$ cat src/core/iaa_pkg.sv
// package: register map, field positions and enumerations of the address/ack status block
package iaa_pkg;
  // ****************************************
  // register map (byte addresses)
  // ****************************************
  localparam int unsigned ADDR_W = 5;
  localparam logic [ADDR_W-1:0] OFS_STATUS = 5'h00;
  localparam logic [ADDR_W-1:0] OFS_CTRL = 5'h04;
  localparam logic [ADDR_W-1:0] OFS_OWN = 5'h08;
  localparam logic [ADDR_W-1:0] OFS_DATA = 5'h0C;
  localparam logic [ADDR_W-1:0] OFS_IRQ_ST = 5'h10;
  localparam logic [ADDR_W-1:0] OFS_IRQ_CLR = 5'h14;
  localparam logic [ADDR_W-1:0] OFS_IRQ_EN = 5'h18;
  // ****************************************
  // field positions
  // ****************************************
  localparam int unsigned B_ACK = 0;
  localparam int unsigned B_GCALL = 1;
  localparam int unsigned B_MATCH = 2;
  localparam int unsigned NFLAG = 2;
  localparam int unsigned C_ACK_CHECK_ENABLE = 0;
  localparam int unsigned C_TRS = 1;
  localparam int unsigned C_MST = 2;
  localparam int unsigned C_FSX = 3;
  localparam int unsigned O_FS = 0;
  localparam int unsigned O_ADDR_LSB = 1;
  localparam int unsigned O_ADDR_MSB = 7;
  localparam int unsigned I_MATCH = 0;
  localparam int unsigned I_GCALL = 1;
  localparam int unsigned I_ACK = 2;
  localparam int unsigned I_STOP = 3;
  localparam int unsigned IRQ_W = 4;
  // ****************************************
  // constants
  // ****************************************
  localparam logic [7:0] GCALL_ADDR = 8'h00;
  localparam logic [3:0] BIT_LAST = 4'h7;
  localparam logic [3:0] BIT_ACK = 4'h8;
  localparam logic [1:0] RESP_OKAY = 2'h0;
  localparam logic [1:0] RESP_SLVERR = 2'h2;
  // decoded register select
  typedef enum {REG_STATUS, REG_CTRL, REG_OWN, REG_DATA, REG_IRQ_ST, REG_IRQ_CLR, REG_IRQ_EN, REG_NONE} iaa_reg_t;
  // link monitor states
  typedef enum {LNK_IDLE, LNK_DATA, LNK_ACK} iaa_lnk_t;
endpackage

$ cat src/core/iaa_if.sv
// interfaces: register access strobes and link monitor events
`timescale 1ns/1ps
interface iaa_reg_if;
  logic wr_en;
  logic [4:0] wr_addr;
  logic [31:0] wr_data;
  logic [3:0] wr_strb;
  logic wr_err;
  logic rd_en;
  logic [4:0] rd_addr;
  logic [31:0] rd_data;
  logic rd_err;
  modport slv(output wr_en, wr_addr, wr_data, wr_strb, rd_en, rd_addr, input wr_err, rd_data, rd_err);
  modport regs(input wr_en, wr_addr, wr_data, wr_strb, rd_en, rd_addr, output wr_err, rd_data, rd_err);
endinterface

interface iaa_mon_if;
  logic start_p;
  logic stop_p;
  logic byte_p;
  logic first_p;
  logic [7:0] rx_byte;
  logic ack_p;
  logic ack_bit;
  logic ack_slot;
  modport src(output start_p, stop_p, byte_p, first_p, rx_byte, ack_p, ack_bit, ack_slot);
  modport dst(input start_p, stop_p, byte_p, first_p, rx_byte, ack_p, ack_bit, ack_slot);
endinterface

$ cat src/core/iaa_axil.sv
// module: axi4-lite slave turning bus transfers into register strobes
`timescale 1ns/1ps
module iaa_axil import iaa_pkg::*; (
  // clock and reset
  input wire logic aclk,
  input wire logic aresetn,
  // write channels
  input wire logic awvalid,
  output logic awready,
  input wire logic [ADDR_W-1:0] awaddr,
  input wire logic wvalid,
  output logic wready,
  input wire logic [31:0] wdata,
  input wire logic [3:0] wstrb,
  output logic bvalid,
  input wire logic bready,
  output logic [1:0] bresp,
  // read channels
  input wire logic arvalid,
  output logic arready,
  input wire logic [ADDR_W-1:0] araddr,
  output logic rvalid,
  input wire logic rready,
  output logic [31:0] rdata,
  output logic [1:0] rresp,
  // register side
  iaa_reg_if.slv rif
);
  // ****************************************
  // write path
  // ****************************************
  logic [ADDR_W-1:0] aw_addr_reg; // held write address
  logic [31:0] w_data_reg; // held write data
  logic [3:0] w_strb_reg; // held byte enables
  // a ready flop low means its channel is holding an item
  assign rif.wr_en = !awready && !wready && !bvalid;
  assign rif.wr_addr = aw_addr_reg;
  assign rif.wr_data = w_data_reg;
  assign rif.wr_strb = w_strb_reg;
  // address and data are taken in either order, committed together
  always_ff @(posedge aclk) begin
    if (!aresetn) begin
      awready <= 1'b1;
      wready <= 1'b1;
      bvalid <= 1'b0;
      bresp <= RESP_OKAY;
      aw_addr_reg <= '0;
      w_data_reg <= '0;
      w_strb_reg <= '0;
    end else begin
      if (awvalid && awready) begin
        awready <= 1'b0;
        aw_addr_reg <= awaddr;
      end
      if (wvalid && wready) begin
        wready <= 1'b0;
        w_data_reg <= wdata;
        w_strb_reg <= wstrb;
      end
      if (rif.wr_en) begin
        bvalid <= 1'b1;
        bresp <= rif.wr_err ? RESP_SLVERR : RESP_OKAY;
      end else if (bvalid && bready) begin
        // reopen both channels only once the response is gone
        bvalid <= 1'b0;
        awready <= 1'b1;
        wready <= 1'b1;
      end
    end
  end
  // ****************************************
  // read path
  // ****************************************
  assign rif.rd_en = arvalid && arready;
  assign rif.rd_addr = araddr;
  // data is captured at the address handshake, answered next cycle
  always_ff @(posedge aclk) begin
    if (!aresetn) begin
      arready <= 1'b1;
      rvalid <= 1'b0;
      rdata <= '0;
      rresp <= RESP_OKAY;
    end else if (rif.rd_en) begin
      arready <= 1'b0;
      rvalid <= 1'b1;
      rdata <= rif.rd_data;
      rresp <= rif.rd_err ? RESP_SLVERR : RESP_OKAY;
    end else if (rvalid && rready) begin
      rvalid <= 1'b0;
      arready <= 1'b1;
    end
  end
endmodule

$ cat src/core/iaa_mon.sv
// module: two-wire pin sampler, start/stop detector and frame shifter
`timescale 1ns/1ps
module iaa_mon import iaa_pkg::*; (
  // clock and reset
  input wire logic aclk,
  input wire logic aresetn,
  // bus pins
  input wire logic scl_i,
  input wire logic sda_i,
  // events
  iaa_mon_if.src mif
);
  // ****************************************
  // pin synchronisers
  // ****************************************
  logic scl_s1_reg, scl_s2_reg, scl_d_reg; // scl sync chain and delayed copy
  logic sda_s1_reg, sda_s2_reg, sda_d_reg; // sda sync chain and delayed copy
  always_ff @(posedge aclk) begin
    if (!aresetn) begin
      {scl_s1_reg, scl_s2_reg, scl_d_reg} <= 3'h7;
      {sda_s1_reg, sda_s2_reg, sda_d_reg} <= 3'h7;
    end else begin
      {scl_s1_reg, scl_s2_reg, scl_d_reg} <= {scl_i, scl_s1_reg, scl_s2_reg};
      {sda_s1_reg, sda_s2_reg, sda_d_reg} <= {sda_i, sda_s1_reg, sda_s2_reg};
    end
  end
  // edges are taken only past the second stage
  logic scl_rise, scl_fall, start_c, stop_c;
  assign scl_rise = scl_s2_reg && !scl_d_reg;
  assign scl_fall = !scl_s2_reg && scl_d_reg;
  assign start_c = scl_s2_reg && scl_d_reg && sda_d_reg && !sda_s2_reg;
  assign stop_c = scl_s2_reg && scl_d_reg && !sda_d_reg && sda_s2_reg;
  // ****************************************
  // frame state machine
  // ****************************************
  iaa_lnk_t state_reg;
  logic [3:0] cnt_reg; // bits seen in this frame
  logic [7:0] sh_reg; // shift register, msb first
  logic first_reg; // frame is the first after a start
  always_ff @(posedge aclk) begin
    if (!aresetn) begin
      state_reg <= LNK_IDLE;
      cnt_reg <= '0;
      sh_reg <= '0;
      first_reg <= 1'b0;
      {mif.start_p, mif.stop_p, mif.byte_p, mif.ack_p} <= 4'h0;
      mif.first_p <= 1'b0;
      mif.rx_byte <= '0;
      mif.ack_bit <= 1'b0;
      mif.ack_slot <= 1'b0;
    end else begin
      {mif.start_p, mif.stop_p, mif.byte_p, mif.ack_p} <= 4'h0;
      // a repeated start restarts framing from any state
      if (start_c) begin
        mif.start_p <= 1'b1;
        state_reg <= LNK_DATA;
        cnt_reg <= '0;
        first_reg <= 1'b1;
        mif.ack_slot <= 1'b0;
      end else if (stop_c) begin
        mif.stop_p <= 1'b1;
        state_reg <= LNK_IDLE;
        mif.ack_slot <= 1'b0;
      end else begin
        case (state_reg)
          LNK_DATA: begin
            if (scl_rise && cnt_reg != BIT_ACK) begin
              sh_reg <= {sh_reg[6:0], sda_s2_reg};
              cnt_reg <= cnt_reg + 4'h1;
              if (cnt_reg == BIT_LAST) begin
                mif.byte_p <= 1'b1;
                mif.first_p <= first_reg;
                mif.rx_byte <= {sh_reg[6:0], sda_s2_reg};
              end
            end else if (scl_fall && cnt_reg == BIT_ACK) begin
              state_reg <= LNK_ACK;
              mif.ack_slot <= 1'b1;
            end
          end
          LNK_ACK: begin
            if (scl_rise) begin
              mif.ack_p <= 1'b1;
              mif.ack_bit <= sda_s2_reg;
            end else if (scl_fall) begin
              state_reg <= LNK_DATA;
              cnt_reg <= '0;
              first_reg <= 1'b0;
              mif.ack_slot <= 1'b0;
            end
          end
          default: state_reg <= LNK_IDLE;
        endcase
      end
    end
  end
endmodule

$ cat src/core/iaa_top.sv
// module: address-match, general-call and acknowledge status of a two-wire bus interface
//
// Notes on behaviour
// - slave receive: own or general address sets match
// - match only sets while first format select is 0
// - match clears on data access, write-0, master
// - slave receive: all-zero first frame sets general-call; the code sets it only with fs or fsx clear
// - general-call clears on data access, write-0, master
// - general call with fs 1, fsx 0: no match
// - transmit with checking: received ack stored
// - writing check enable 0 clears acknowledge bit
// - receive: stored ack value driven onto bus
// - read ack: bus value if transmit, else programmed
// - writing ack always updates value returned when receiving
// - flags accept only written 0 to clear
//
// The implementer's own choices: register access over AXI4-Lite and the register addresses.
`timescale 1ns/1ps
module iaa_top import iaa_pkg::*; (
  // clock and reset
  input wire logic aclk,
  input wire logic aresetn,
  // axi4-lite write
  input wire logic awvalid,
  output logic awready,
  input wire logic [ADDR_W-1:0] awaddr,
  input wire logic wvalid,
  output logic wready,
  input wire logic [31:0] wdata,
  input wire logic [3:0] wstrb,
  output logic bvalid,
  input wire logic bready,
  output logic [1:0] bresp,
  // axi4-lite read
  input wire logic arvalid,
  output logic arready,
  input wire logic [ADDR_W-1:0] araddr,
  output logic rvalid,
  input wire logic rready,
  output logic [31:0] rdata,
  output logic [1:0] rresp,
  // two-wire bus pins
  input wire logic scl_i,
  input wire logic sda_i,
  output logic sda_o,
  output logic sda_oe,
  // interrupt
  output logic irq
);
  // ****************************************
  // sub-blocks
  // ****************************************
  iaa_reg_if rif ();
  iaa_mon_if mif ();
  iaa_axil u_axil (
    .aclk(aclk), .aresetn(aresetn),
    .awvalid(awvalid), .awready(awready), .awaddr(awaddr),
    .wvalid(wvalid), .wready(wready), .wdata(wdata), .wstrb(wstrb),
    .bvalid(bvalid), .bready(bready), .bresp(bresp),
    .arvalid(arvalid), .arready(arready), .araddr(araddr),
    .rvalid(rvalid), .rready(rready), .rdata(rdata), .rresp(rresp),
    .rif(rif)
  );
  iaa_mon u_mon (
    .aclk(aclk), .aresetn(aresetn),
    .scl_i(scl_i), .sda_i(sda_i),
    .mif(mif)
  );
  // ****************************************
  // address decode
  // ****************************************
  // shared by the read and the write path
  function automatic iaa_reg_t dec_reg(input logic [ADDR_W-1:0] a);
    case (a)
      OFS_STATUS: dec_reg = REG_STATUS;
      OFS_CTRL: dec_reg = REG_CTRL;
      OFS_OWN: dec_reg = REG_OWN;
      OFS_DATA: dec_reg = REG_DATA;
      OFS_IRQ_ST: dec_reg = REG_IRQ_ST;
      OFS_IRQ_CLR: dec_reg = REG_IRQ_CLR;
      OFS_IRQ_EN: dec_reg = REG_IRQ_EN;
      default: dec_reg = REG_NONE;
    endcase
  endfunction
  iaa_reg_t wr_sel, rd_sel; // decoded targets
  logic wr_lo; // write reaches byte lane 0, where all fields live
  assign wr_sel = dec_reg(rif.wr_addr);
  assign rd_sel = dec_reg(rif.rd_addr);
  assign wr_lo = rif.wr_en && rif.wr_strb[0];
  assign rif.wr_err = (wr_sel == REG_NONE);
  assign rif.rd_err = (rd_sel == REG_NONE);
  // ****************************************
  // control registers
  // ****************************************
  logic ack_check_enable_reg; // ack check enable
  logic trs_reg; // transmit select
  logic mst_reg; // master mode
  logic fsx_reg; // second format select
  logic fs_reg; // first format select
  logic [6:0] own_addr_reg; // seven own-address bits
  logic [7:0] data_reg; // last received byte
  logic ctrl_wr, ack_check_enable_off; // control write, check enable written to 0
  assign ctrl_wr = wr_lo && wr_sel == REG_CTRL;
  assign ack_check_enable_off = ctrl_wr && !rif.wr_data[C_ACK_CHECK_ENABLE];
  // plain control fields, one write per register
  always_ff @(posedge aclk) begin
    if (!aresetn) begin
      {fsx_reg, mst_reg, trs_reg, ack_check_enable_reg} <= 4'h0;
      {own_addr_reg, fs_reg} <= 8'h00;
    end else begin
      if (ctrl_wr) begin
        ack_check_enable_reg <= rif.wr_data[C_ACK_CHECK_ENABLE];
        trs_reg <= rif.wr_data[C_TRS];
        mst_reg <= rif.wr_data[C_MST];
        fsx_reg <= rif.wr_data[C_FSX];
      end
      if (wr_lo && wr_sel == REG_OWN) begin
        own_addr_reg <= rif.wr_data[O_ADDR_MSB:O_ADDR_LSB];
        fs_reg <= rif.wr_data[O_FS];
      end
    end
  end
  // received bytes land in the data register
  always_ff @(posedge aclk) begin
    if (!aresetn) begin
      data_reg <= 8'h00;
    end else if (mif.byte_p) begin
      data_reg <= mif.rx_byte;
    end
  end
  // ****************************************
  // address recognition
  // ****************************************
  logic slave_rx; // slave receive mode
  logic first_frame; // completed first frame after a start
  logic own_hit, gcall_hit; // frame compares
  logic match_set, gcall_set; // flag set strobes
  assign slave_rx = !trs_reg && !mst_reg;
  assign first_frame = mif.byte_p && mif.first_p && slave_rx;
  assign own_hit = mif.rx_byte[7:1] == own_addr_reg;
  // the whole frame, direction bit included, must be zero
  assign gcall_hit = mif.rx_byte == GCALL_ADDR;
  // only with first format select clear
  // fs 1 blocks the match even on a call
  assign match_set = first_frame && !fs_reg && (own_hit || gcall_hit);
  // general call with either select clear
  assign gcall_set = first_frame && gcall_hit && (!fs_reg || !fsx_reg);
  // ****************************************
  // sticky flags
  // ****************************************
  logic [NFLAG-1:0] flag_set; // index 0 general call, 1 match
  logic [NFLAG-1:0] flag_reg; // stored flags
  logic [NFLAG-1:0] seen_reg; // flag read as 1 since last set
  logic data_acc; // data register access that clears flags
  logic sts_wr, sts_rd; // status register write and read
  assign flag_set = {match_set, gcall_set};
  assign data_acc = (wr_lo && wr_sel == REG_DATA && trs_reg) || (rif.rd_en && rd_sel == REG_DATA && !trs_reg);
  assign sts_wr = wr_lo && wr_sel == REG_STATUS;
  assign sts_rd = rif.rd_en && rd_sel == REG_STATUS;
  genvar gi;
  generate
    for (gi = 0; gi < NFLAG; gi++) begin : g_flag
      // a set in the clearing cycle wins, so no frame is lost
      always_ff @(posedge aclk) begin
        if (!aresetn) begin
          flag_reg[gi] <= 1'b0;
          seen_reg[gi] <= 1'b0;
        end else if (flag_set[gi]) begin
          flag_reg[gi] <= 1'b1;
          seen_reg[gi] <= 1'b0;
        // data access, written 0 after read, master
        // same clear set for the general call
        // a written 1 falls through and holds
        end else if (data_acc || mst_reg || (sts_wr && seen_reg[gi] && !rif.wr_data[B_GCALL + gi])) begin
          flag_reg[gi] <= 1'b0;
          seen_reg[gi] <= 1'b0;
        end else if (sts_rd && flag_reg[gi]) begin
          seen_reg[gi] <= 1'b1;
        end
      end
    end
  endgenerate
  // ****************************************
  // acknowledge bit
  // ****************************************
  logic ack_rx_reg; // acknowledge sampled while transmitting
  logic ack_sw_reg; // acknowledge to return while receiving
  logic ack_ev; // checked acknowledge arrived
  logic ack_rd; // value software reads back
  assign ack_ev = mif.ack_p && trs_reg && ack_check_enable_reg;
  // bus value in transmit, programmed value otherwise
  assign ack_rd = trs_reg ? ack_rx_reg : ack_sw_reg;
  always_ff @(posedge aclk) begin
    if (!aresetn) begin
      ack_rx_reg <= 1'b0;
    // received ack, 1 sets and 0 clears
    end else if (ack_ev) begin
      ack_rx_reg <= mif.ack_bit;
    end else if (ack_check_enable_off) begin
      ack_rx_reg <= 1'b0;
    end
  end
  // read-modify-write hazard: a status write stores the ack bit it carries
  always_ff @(posedge aclk) begin
    if (!aresetn) begin
      ack_sw_reg <= 1'b0;
    // any status write updates it, either mode
    end else if (sts_wr) begin
      ack_sw_reg <= rif.wr_data[B_ACK];
    end else if (ack_check_enable_off) begin
      ack_sw_reg <= 1'b0;
    end
  end
  // ****************************************
  // acknowledge drive
  // ****************************************
  logic addressed_reg; // this device takes part in the transfer
  always_ff @(posedge aclk) begin
    if (!aresetn) begin
      addressed_reg <= 1'b0;
    end else if (mif.start_p || mif.stop_p) begin
      addressed_reg <= 1'b0;
    end else if (match_set) begin
      addressed_reg <= 1'b1;
    end
  end
  // the pin is only ever pulled low; a 1 means releasing it
  always_ff @(posedge aclk) begin
    if (!aresetn) begin
      sda_oe <= 1'b0;
      sda_o <= 1'b0;
    end else begin
      // stored value goes out as the acknowledge
      sda_oe <= mif.ack_slot && !trs_reg && (addressed_reg || mst_reg) && !ack_sw_reg;
      sda_o <= 1'b0;
    end
  end
  // ****************************************
  // interrupts
  // ****************************************
  logic [IRQ_W-1:0] irq_ev, irq_st_reg, irq_en_reg; // events, sticky status, enables
  always_comb begin
    irq_ev = '0;
    irq_ev[I_MATCH] = match_set;
    irq_ev[I_GCALL] = gcall_set;
    irq_ev[I_ACK] = ack_ev;
    irq_ev[I_STOP] = mif.stop_p;
  end
  // new events win over a clear in the same cycle
  always_ff @(posedge aclk) begin
    if (!aresetn) begin
      irq_st_reg <= '0;
      irq_en_reg <= '0;
      irq <= 1'b0;
    end else begin
      if (wr_lo && wr_sel == REG_IRQ_CLR) begin
        irq_st_reg <= (irq_st_reg & ~rif.wr_data[IRQ_W-1:0]) | irq_ev;
      end else begin
        irq_st_reg <= irq_st_reg | irq_ev;
      end
      if (wr_lo && wr_sel == REG_IRQ_EN) begin
        irq_en_reg <= rif.wr_data[IRQ_W-1:0];
      end
      // one cycle behind the status, so the pin is a clean flop
      irq <= |(irq_st_reg & irq_en_reg);
    end
  end
  // ****************************************
  // read mux
  // ****************************************
  always_comb begin
    rif.rd_data = '0;
    case (rd_sel)
      REG_STATUS: begin
        rif.rd_data[B_ACK] = ack_rd;
        rif.rd_data[B_GCALL] = flag_reg[0];
        rif.rd_data[B_MATCH] = flag_reg[1];
      end
      REG_CTRL: rif.rd_data[C_FSX:C_ACK_CHECK_ENABLE] = {fsx_reg, mst_reg, trs_reg, ack_check_enable_reg};
      REG_OWN: rif.rd_data[O_ADDR_MSB:O_FS] = {own_addr_reg, fs_reg};
      REG_DATA: rif.rd_data[7:0] = data_reg;
      REG_IRQ_ST: rif.rd_data[IRQ_W-1:0] = irq_st_reg;
      REG_IRQ_EN: rif.rd_data[IRQ_W-1:0] = irq_en_reg;
      default: rif.rd_data = '0;
    endcase
  end
endmodule

$ cat config.mk
export PLATFORM = sky130hd
export DESIGN_NAME = iaa_top
export DESIGN_NICKNAME = d
export VERILOG_FILES = /design/src/core/iaa_pkg.sv /design/src/core/iaa_if.sv /design/src/core/iaa_axil.sv /design/src/core/iaa_mon.sv /design/src/core/iaa_top.sv
export SDC_FILE = /design/constraint.sdc
export NUM_CORES = 1
export LEC_CHECK = 0
export ABC_CLOCK_PERIOD_IN_PS = 1800
export BUFFER_PORTS_ARGS = -buffer_cell sky130_fd_sc_hd__buf_4
export CAP_MARGIN = 40
export CORE_MARGIN = 2
export CORE_UTILIZATION = 25
export CTS_CLUSTER_SIZE = 10
export DETAILED_ROUTE_END_ITERATION = 7
export HOLD_SLACK_MARGIN = 0.02
export PLACE_DENSITY_LB_ADDON = 0.08
export SYNTH_ARGS = -nofsm -noshare
export SYNTH_HDL_FRONTEND = slang
export SYNTH_SLANG_ARGS = --single-unit
$ cat constraint.sdc
create_clock -name aclk -period 1.8 [get_ports aclk]
set_input_delay 0.18 -clock aclk [delete_from_list [all_inputs] [get_ports aclk]]
set_output_delay 0.18 -clock aclk [all_outputs]
set_load 0.03 [all_outputs]
== After elaboration in Yosys (flattened, before gate mapping) ==
Index checks and enable logic that the tools add are counted.
Operators by class
  $add $sub $neg: 1
  equality and inequality tests: 42
  mux-type cells: 51
  bitwise gates (word level): 11
  reduce and logical (&&, ||, !) cells: 100
Operators with widths (count)
  $eq A32 B3 Y1 const B: 5
  $eq A32 B2 Y1 const B: 4
  $eq A32 B4 Y1 const B: 4
  $mux W32: 4
  $logic_not A32 Y1: 3
  $eq A32 B1 Y1 const B: 2
  $pmux W32 S2: 1
  $logic_and A1 B1 Y1: 46
  $pmux W3 S7: 2
  $mux W1: 33
  $eq A5 B5 Y1 const B: 6
  $eq A5 B4 Y1 const B: 4
  $reduce_and A4 Y1: 5
  $pmux W3 S6: 1
  $reduce_bool A2 Y1: 9
  $mux W4: 4
  $pmux W4 S2: 2
  $logic_not A1 Y1: 15
  $reduce_and A5 Y1: 3
  $eq A5 B3 Y1 const B: 2
  $logic_not A5 Y1: 2
  $reduce_or A3 Y1: 3
  $and A4 B4 Y4: 2
  $logic_not A8 Y1: 1
  19 further kinds: 42
Storage, ports and cells
  flip-flop bits (word level): 133
  input port bits: 55
  output and inout port bits: 44
  logic and storage cells: 253

== Depth between registers and ports, before layout ==
  word-level depth: 11
  gate-level depth with buffers: 7
  depth with buffers taken out: 6

== Cells and area by module ==
Synthesis repeated with hierarchy kept, for this count alone.
Second synthesis, totals
  cell total of the unflattened synthesis: 714
  area total of the unflattened synthesis: 6787.8 µm²
Modules (own cells, without submodules)
  iaa_axil: times used 1, cells an instance 367, area each 3518.4 µm², sequential area each 1601.5 µm²
  iaa_top: times used 1, cells an instance 196, area each 1898.1 µm², sequential area each 740.7 µm²
  iaa_mon: times used 1, cells an instance 151, area each 1371.3 µm², sequential area each 700.7 µm²

== Worst setup path before layout ==
Ideal clock, no wire load.
  path type: register to register
  start: register u_axil.awready
  end: register irq_en_reg[0]
  setup time: 128 ps
  data arrival time: 1435 ps
  required time: 1672 ps
  slack: 237 ps
  stages on the path, launching flop included: 6
  buffers on the path: 1
  clock period less this slack: 1563 ps
  cells stage by stage: dfxtp_1 > clkbuf_1 > nor3_4 > nand4_1 > mux2i_1 > nor2_1
On the way
  longest elaborated chain between the ends: 5
RTL lines
  start: declaration: line iaa_axil.sv:9  | output logic awready,
  start signal: assignment: line iaa_axil.sv:43  | awready <= 1'b1;
  start signal: assignment: line iaa_axil.sv:52  | awready <= 1'b0;
  start signal: assignment: line iaa_axil.sv:66  | awready <= 1'b1;
  $logic_not A1 Y1: line iaa_axil.sv:36  | assign rif.wr_en = !awready && !wready && !bvalid;
  $logic_and A1 B1 Y1 (2 in a row): line iaa_axil.sv:36
  $logic_and A1 B1 Y1: line iaa_top.sv:89  | assign wr_lo = rif.wr_en && rif.wr_strb[0];
  $logic_and A1 B1 Y1: line iaa_top.sv:261  | if (wr_lo && wr_sel == REG_IRQ_EN) begin
  end signal: assignment: line iaa_top.sv:262  | irq_en_reg <= rif.wr_data[IRQ_W-1:0];
  end: declaration: line iaa_top.sv:241  | logic [IRQ_W-1:0] irq_ev, irq_st_reg, irq_en_reg;
No other way between the ends.
A chain may end at the register's enable or synchronous reset.

== Worst setup path after layout ==
  start: register u_mon.state_reg[1]
  end: register u_mon.mif.rx_byte[0]
On the way
  longest elaborated chain between the ends: 2
RTL lines
  start: declaration: line iaa_mon.sv:36  | iaa_lnk_t state_reg;
  start signal: assignment: line iaa_mon.sv:42  | state_reg <= LNK_IDLE;
  start signal: assignment: line iaa_mon.sv:56  | state_reg <= LNK_DATA;
  start signal: assignment: line iaa_mon.sv:62  | state_reg <= LNK_IDLE;
  $eq A32 B1 Y1: line iaa_mon.sv:65  | case (state_reg)
  $reduce_and A5 Y1 (no line)
  end signal: assignment: line iaa_mon.sv:73  | mif.rx_byte <= {sh_reg[6:0], sda_s2_reg};
  end: declaration: line iaa_if.sv:26  | modport src(output start_p, stop_p, byte_p, first_p, rx_byte, ack_p, ack_bit, ack_slot);
No other way between the ends.

==> impl_metrics.tcl <==
set metrics [dict create \
    num-nets-final 602 \
    cts.sinks 101 \
    worst_ir_drop_vdd_mv 0.467 \
    area_growth_pct 19.3 \
    layout-drive-gt1-share_pct 16.4 \
    grt_overflow_total 0 \
    cts_setup_buffers 0 \
    ant_nets 0 \
    crit_fanout 9 \
    syn_area_sq_mm 0.00453 \
    num_vias 3500 \
    drtIter0Drc 146 \
    grt_pass1_wl_mm 18.5 \
    tightest_slew_ns 0.492 \
    hpwl_mm 8.36 \
    drtPass1Iterations 5 \
    final-setup-viol-count 0 \
    fmax_ghz 0.609 \
    setup.worst_path.start_class "flip-flop" \
    finalHoldViolCount 0 \
    yosysSeqAreaShare_pct 44.7 \
    clockBufferDepth 2 \
    synth_edf_count 0 \
    synth_ff_type "dfxtp_1" \
    required_ns 2.05 \
    grt_use_total_pct 12.2 \
    ys_top_cells_by_area "dfxtp_1, mux2i_1, nor2_1, buf_4, a21oi_1" \
    cts_buffers 9 \
    dieArea_sq_mm 0.0192 \
    clk_pin_slew_ns 0.07 \
    root_buffer "clkbuf_16" \
    async_reset_ff_share_pct 0 \
    leakagePower_nw 2.14 \
    status "finished clean" \
    finalSetupTns_ns 0 \
    drc 0 \
    min_path_type "in2reg" \
    die_w_um 139 \
    placementRows 49 \
    fp.coreArea_sq_mm 0.0178 \
    power_density_mw_per_mm2 892 \
    cts_tree "yes" \
    fin_skew_ns 0.00724 \
    grt_max_degree 49 \
    fin_crit_sh_pct 91.3 \
    avgSynthCellArea_sq_um 9.17 \
    clkLatencyLatePin_ns 0.36 \
    ios 99 \
    max_slew_margin_pct 66.9 \
    period_needed_ns 1.64 \
    routed_wl_mm 11.3 \
    place.gp.congestion 0.744 \
    antenna_found_initial 0 \
    crit_type "reg2reg" \
    start_util_pct 25.4 \
    synth_top_area_share_pct 44.7 \
    htreeDepth 3 \
    yosys_register_bits 101 \
    ys_types 61 \
    vias_per_cell 4.50 \
    hold_ws_ns 0.0406 \
    portBuffers 44 \
    detail_route.wl_per_cell_um 14.6 \
    fin_util_pct 30.3 \
    diodes 0 \
    slew_violations 0 \
    grt_pass1_vias 3389 \
    finalNonFillerCells 777 \
    yosysWarnings 0 \
    ctsResizeCount 0 \
    final_common_cell "dfxtp_1" \
    die_h_um 139 \
    synth_top_cell_by_area "dfxtp_1" \
    final_cell_mix "dfxtp_1, nor2_1, buf_4" \
    cp-end-kind "flip-flop" \
    arrival_ns 1.89 \
    rsz0062_at_grt "yes" \
    maxCapViolations 0 \
    place_inst 759 \
    synthesis.instances 494 \
]
[repair_timing]
| item | in CTS | in global routing |
|---|---|---|
| endpoints found under the setup margin | 0 | 3 |
| hold buffers | 2 | 0 |
| hold endpoints to repair | 2 | 0 |
[where the power goes]
part           leakage [nW]  internal, mW  switching (mW)  total, mW
combinational          1.17         0.124           0.250      0.374
clock                 0.152          1.22           0.899       2.12
sequential            0.819          2.27          0.0477       2.32
total                  2.14          3.62            1.20       4.82
[final timing paths]
kind | startpoint | slack [ns] | cells after the start | endpoint
hold / removal | awvalid | 0.04 | 2 | u_axil.awready
setup / recovery | u_mon.state_reg[1] | 0.16 | 7 | u_mon.mif.rx_byte[0]
setup reg to reg | u_mon.state_reg[1] | 0.16 | 7 | u_mon.mif.rx_byte[0]
hold reg to reg | u_mon.scl_s1_reg | 0.42 | 1 | u_mon.scl_s2_reg
[kinds of logic (layout without fill, tap and decap cells)]
logic type / after synthesis / after routing / share of synthesized area, %
multiplexers: 54 / 54 / 11.9
XOR/XNOR: 7 / 7 / 1.35
AND/OR/NAND/NOR: 179 / 179 / 20.8
flip-flops: 101 / 101 / 44.7
AO/OA/AOI/OAI: 84 / 84 / 11.9
buffers and inverters: 64 / 92 / 8.12
adder cells (fa/ha/maj): 4 / 4 / 1.11
other: 1 / 27 / 0.0828
[layout make-up]
| cell class | instances | area [sq um] |
|---|---|---|
| Inverter | 14 | 52.6 |
| Sequential cell | 101 | 2020 |
| Clock inverter | 7 | 97.6 |
| Clock buffer | 9 | 225 |
| Multi-Input combinational cell | 355 | 2240 |
| Fill cell | 1877 | 12400 |
| Timing Repair Buffer | 62 | 483 |
| Tap cell | 229 | 287 |
[cell usage after synthesis (2+ instances only)]
library cell,n
dfxtp_1,101
nor2_1,66
mux2i_1,54
a21oi_1,32
nand2_1,29
buf_4,27
nand3_1,24
clkbuf_1,17
o21ai_1,14
inv_1,13
nand2b_1,8
nor3_1,8
nor2b_1,6
o22ai_1,5
ha_1,4
nand3b_1,4
nor4_1,4
xor2_1,4
a21boi_1,3
a22oi_1,3
a31oi_1,3
a41oi_1,3
buf_2,3
buf_6,3
nand4_1,3
nor3b_1,3
o21a_1,3
o21ai_0,3
xnor2_1,3
a211oi_1,2
a2bb2oi_1,2
and2_1,2
nand3_2,2
nand4b_1,2
nor4b_2,2
nor4bb_1,2
or4_4,2
or4b_1,2
[worst max-delay path, cell delays in order, from the launching register on]
cell and delay (ns):
dfxtp_1 0.31, inv_1 0.07, ha_1 0.27, nand3b_1 0.16, nor3_1 0.19, buf_4 0.26
mux2i_1 0.21, nor2_1 0.05
[stage by stage]
stage | setup slack (ns) | area (sq um) | total power, mW
5_1_grt | -0.00484 | 5400 | 5.03
3_5_place_dp | 0.136 | 5060 | 2.75
6_report | 0.157 | 5400 | 4.82
2_1_floorplan | 0.237 | 4630 | 2.66
3_3_place_gp | 0.137 | 5060 | 2.75
4_1_cts | 0.129 | 5400 | 4.89
[layer usage]
layer	part of all wire [%]	global-route usage, %
met5	0	0
met4	2.0	5.32
met3	3.8	2.45
met2	42	17.8
met1	53	17.4
(Power assumes the default switching activity.)
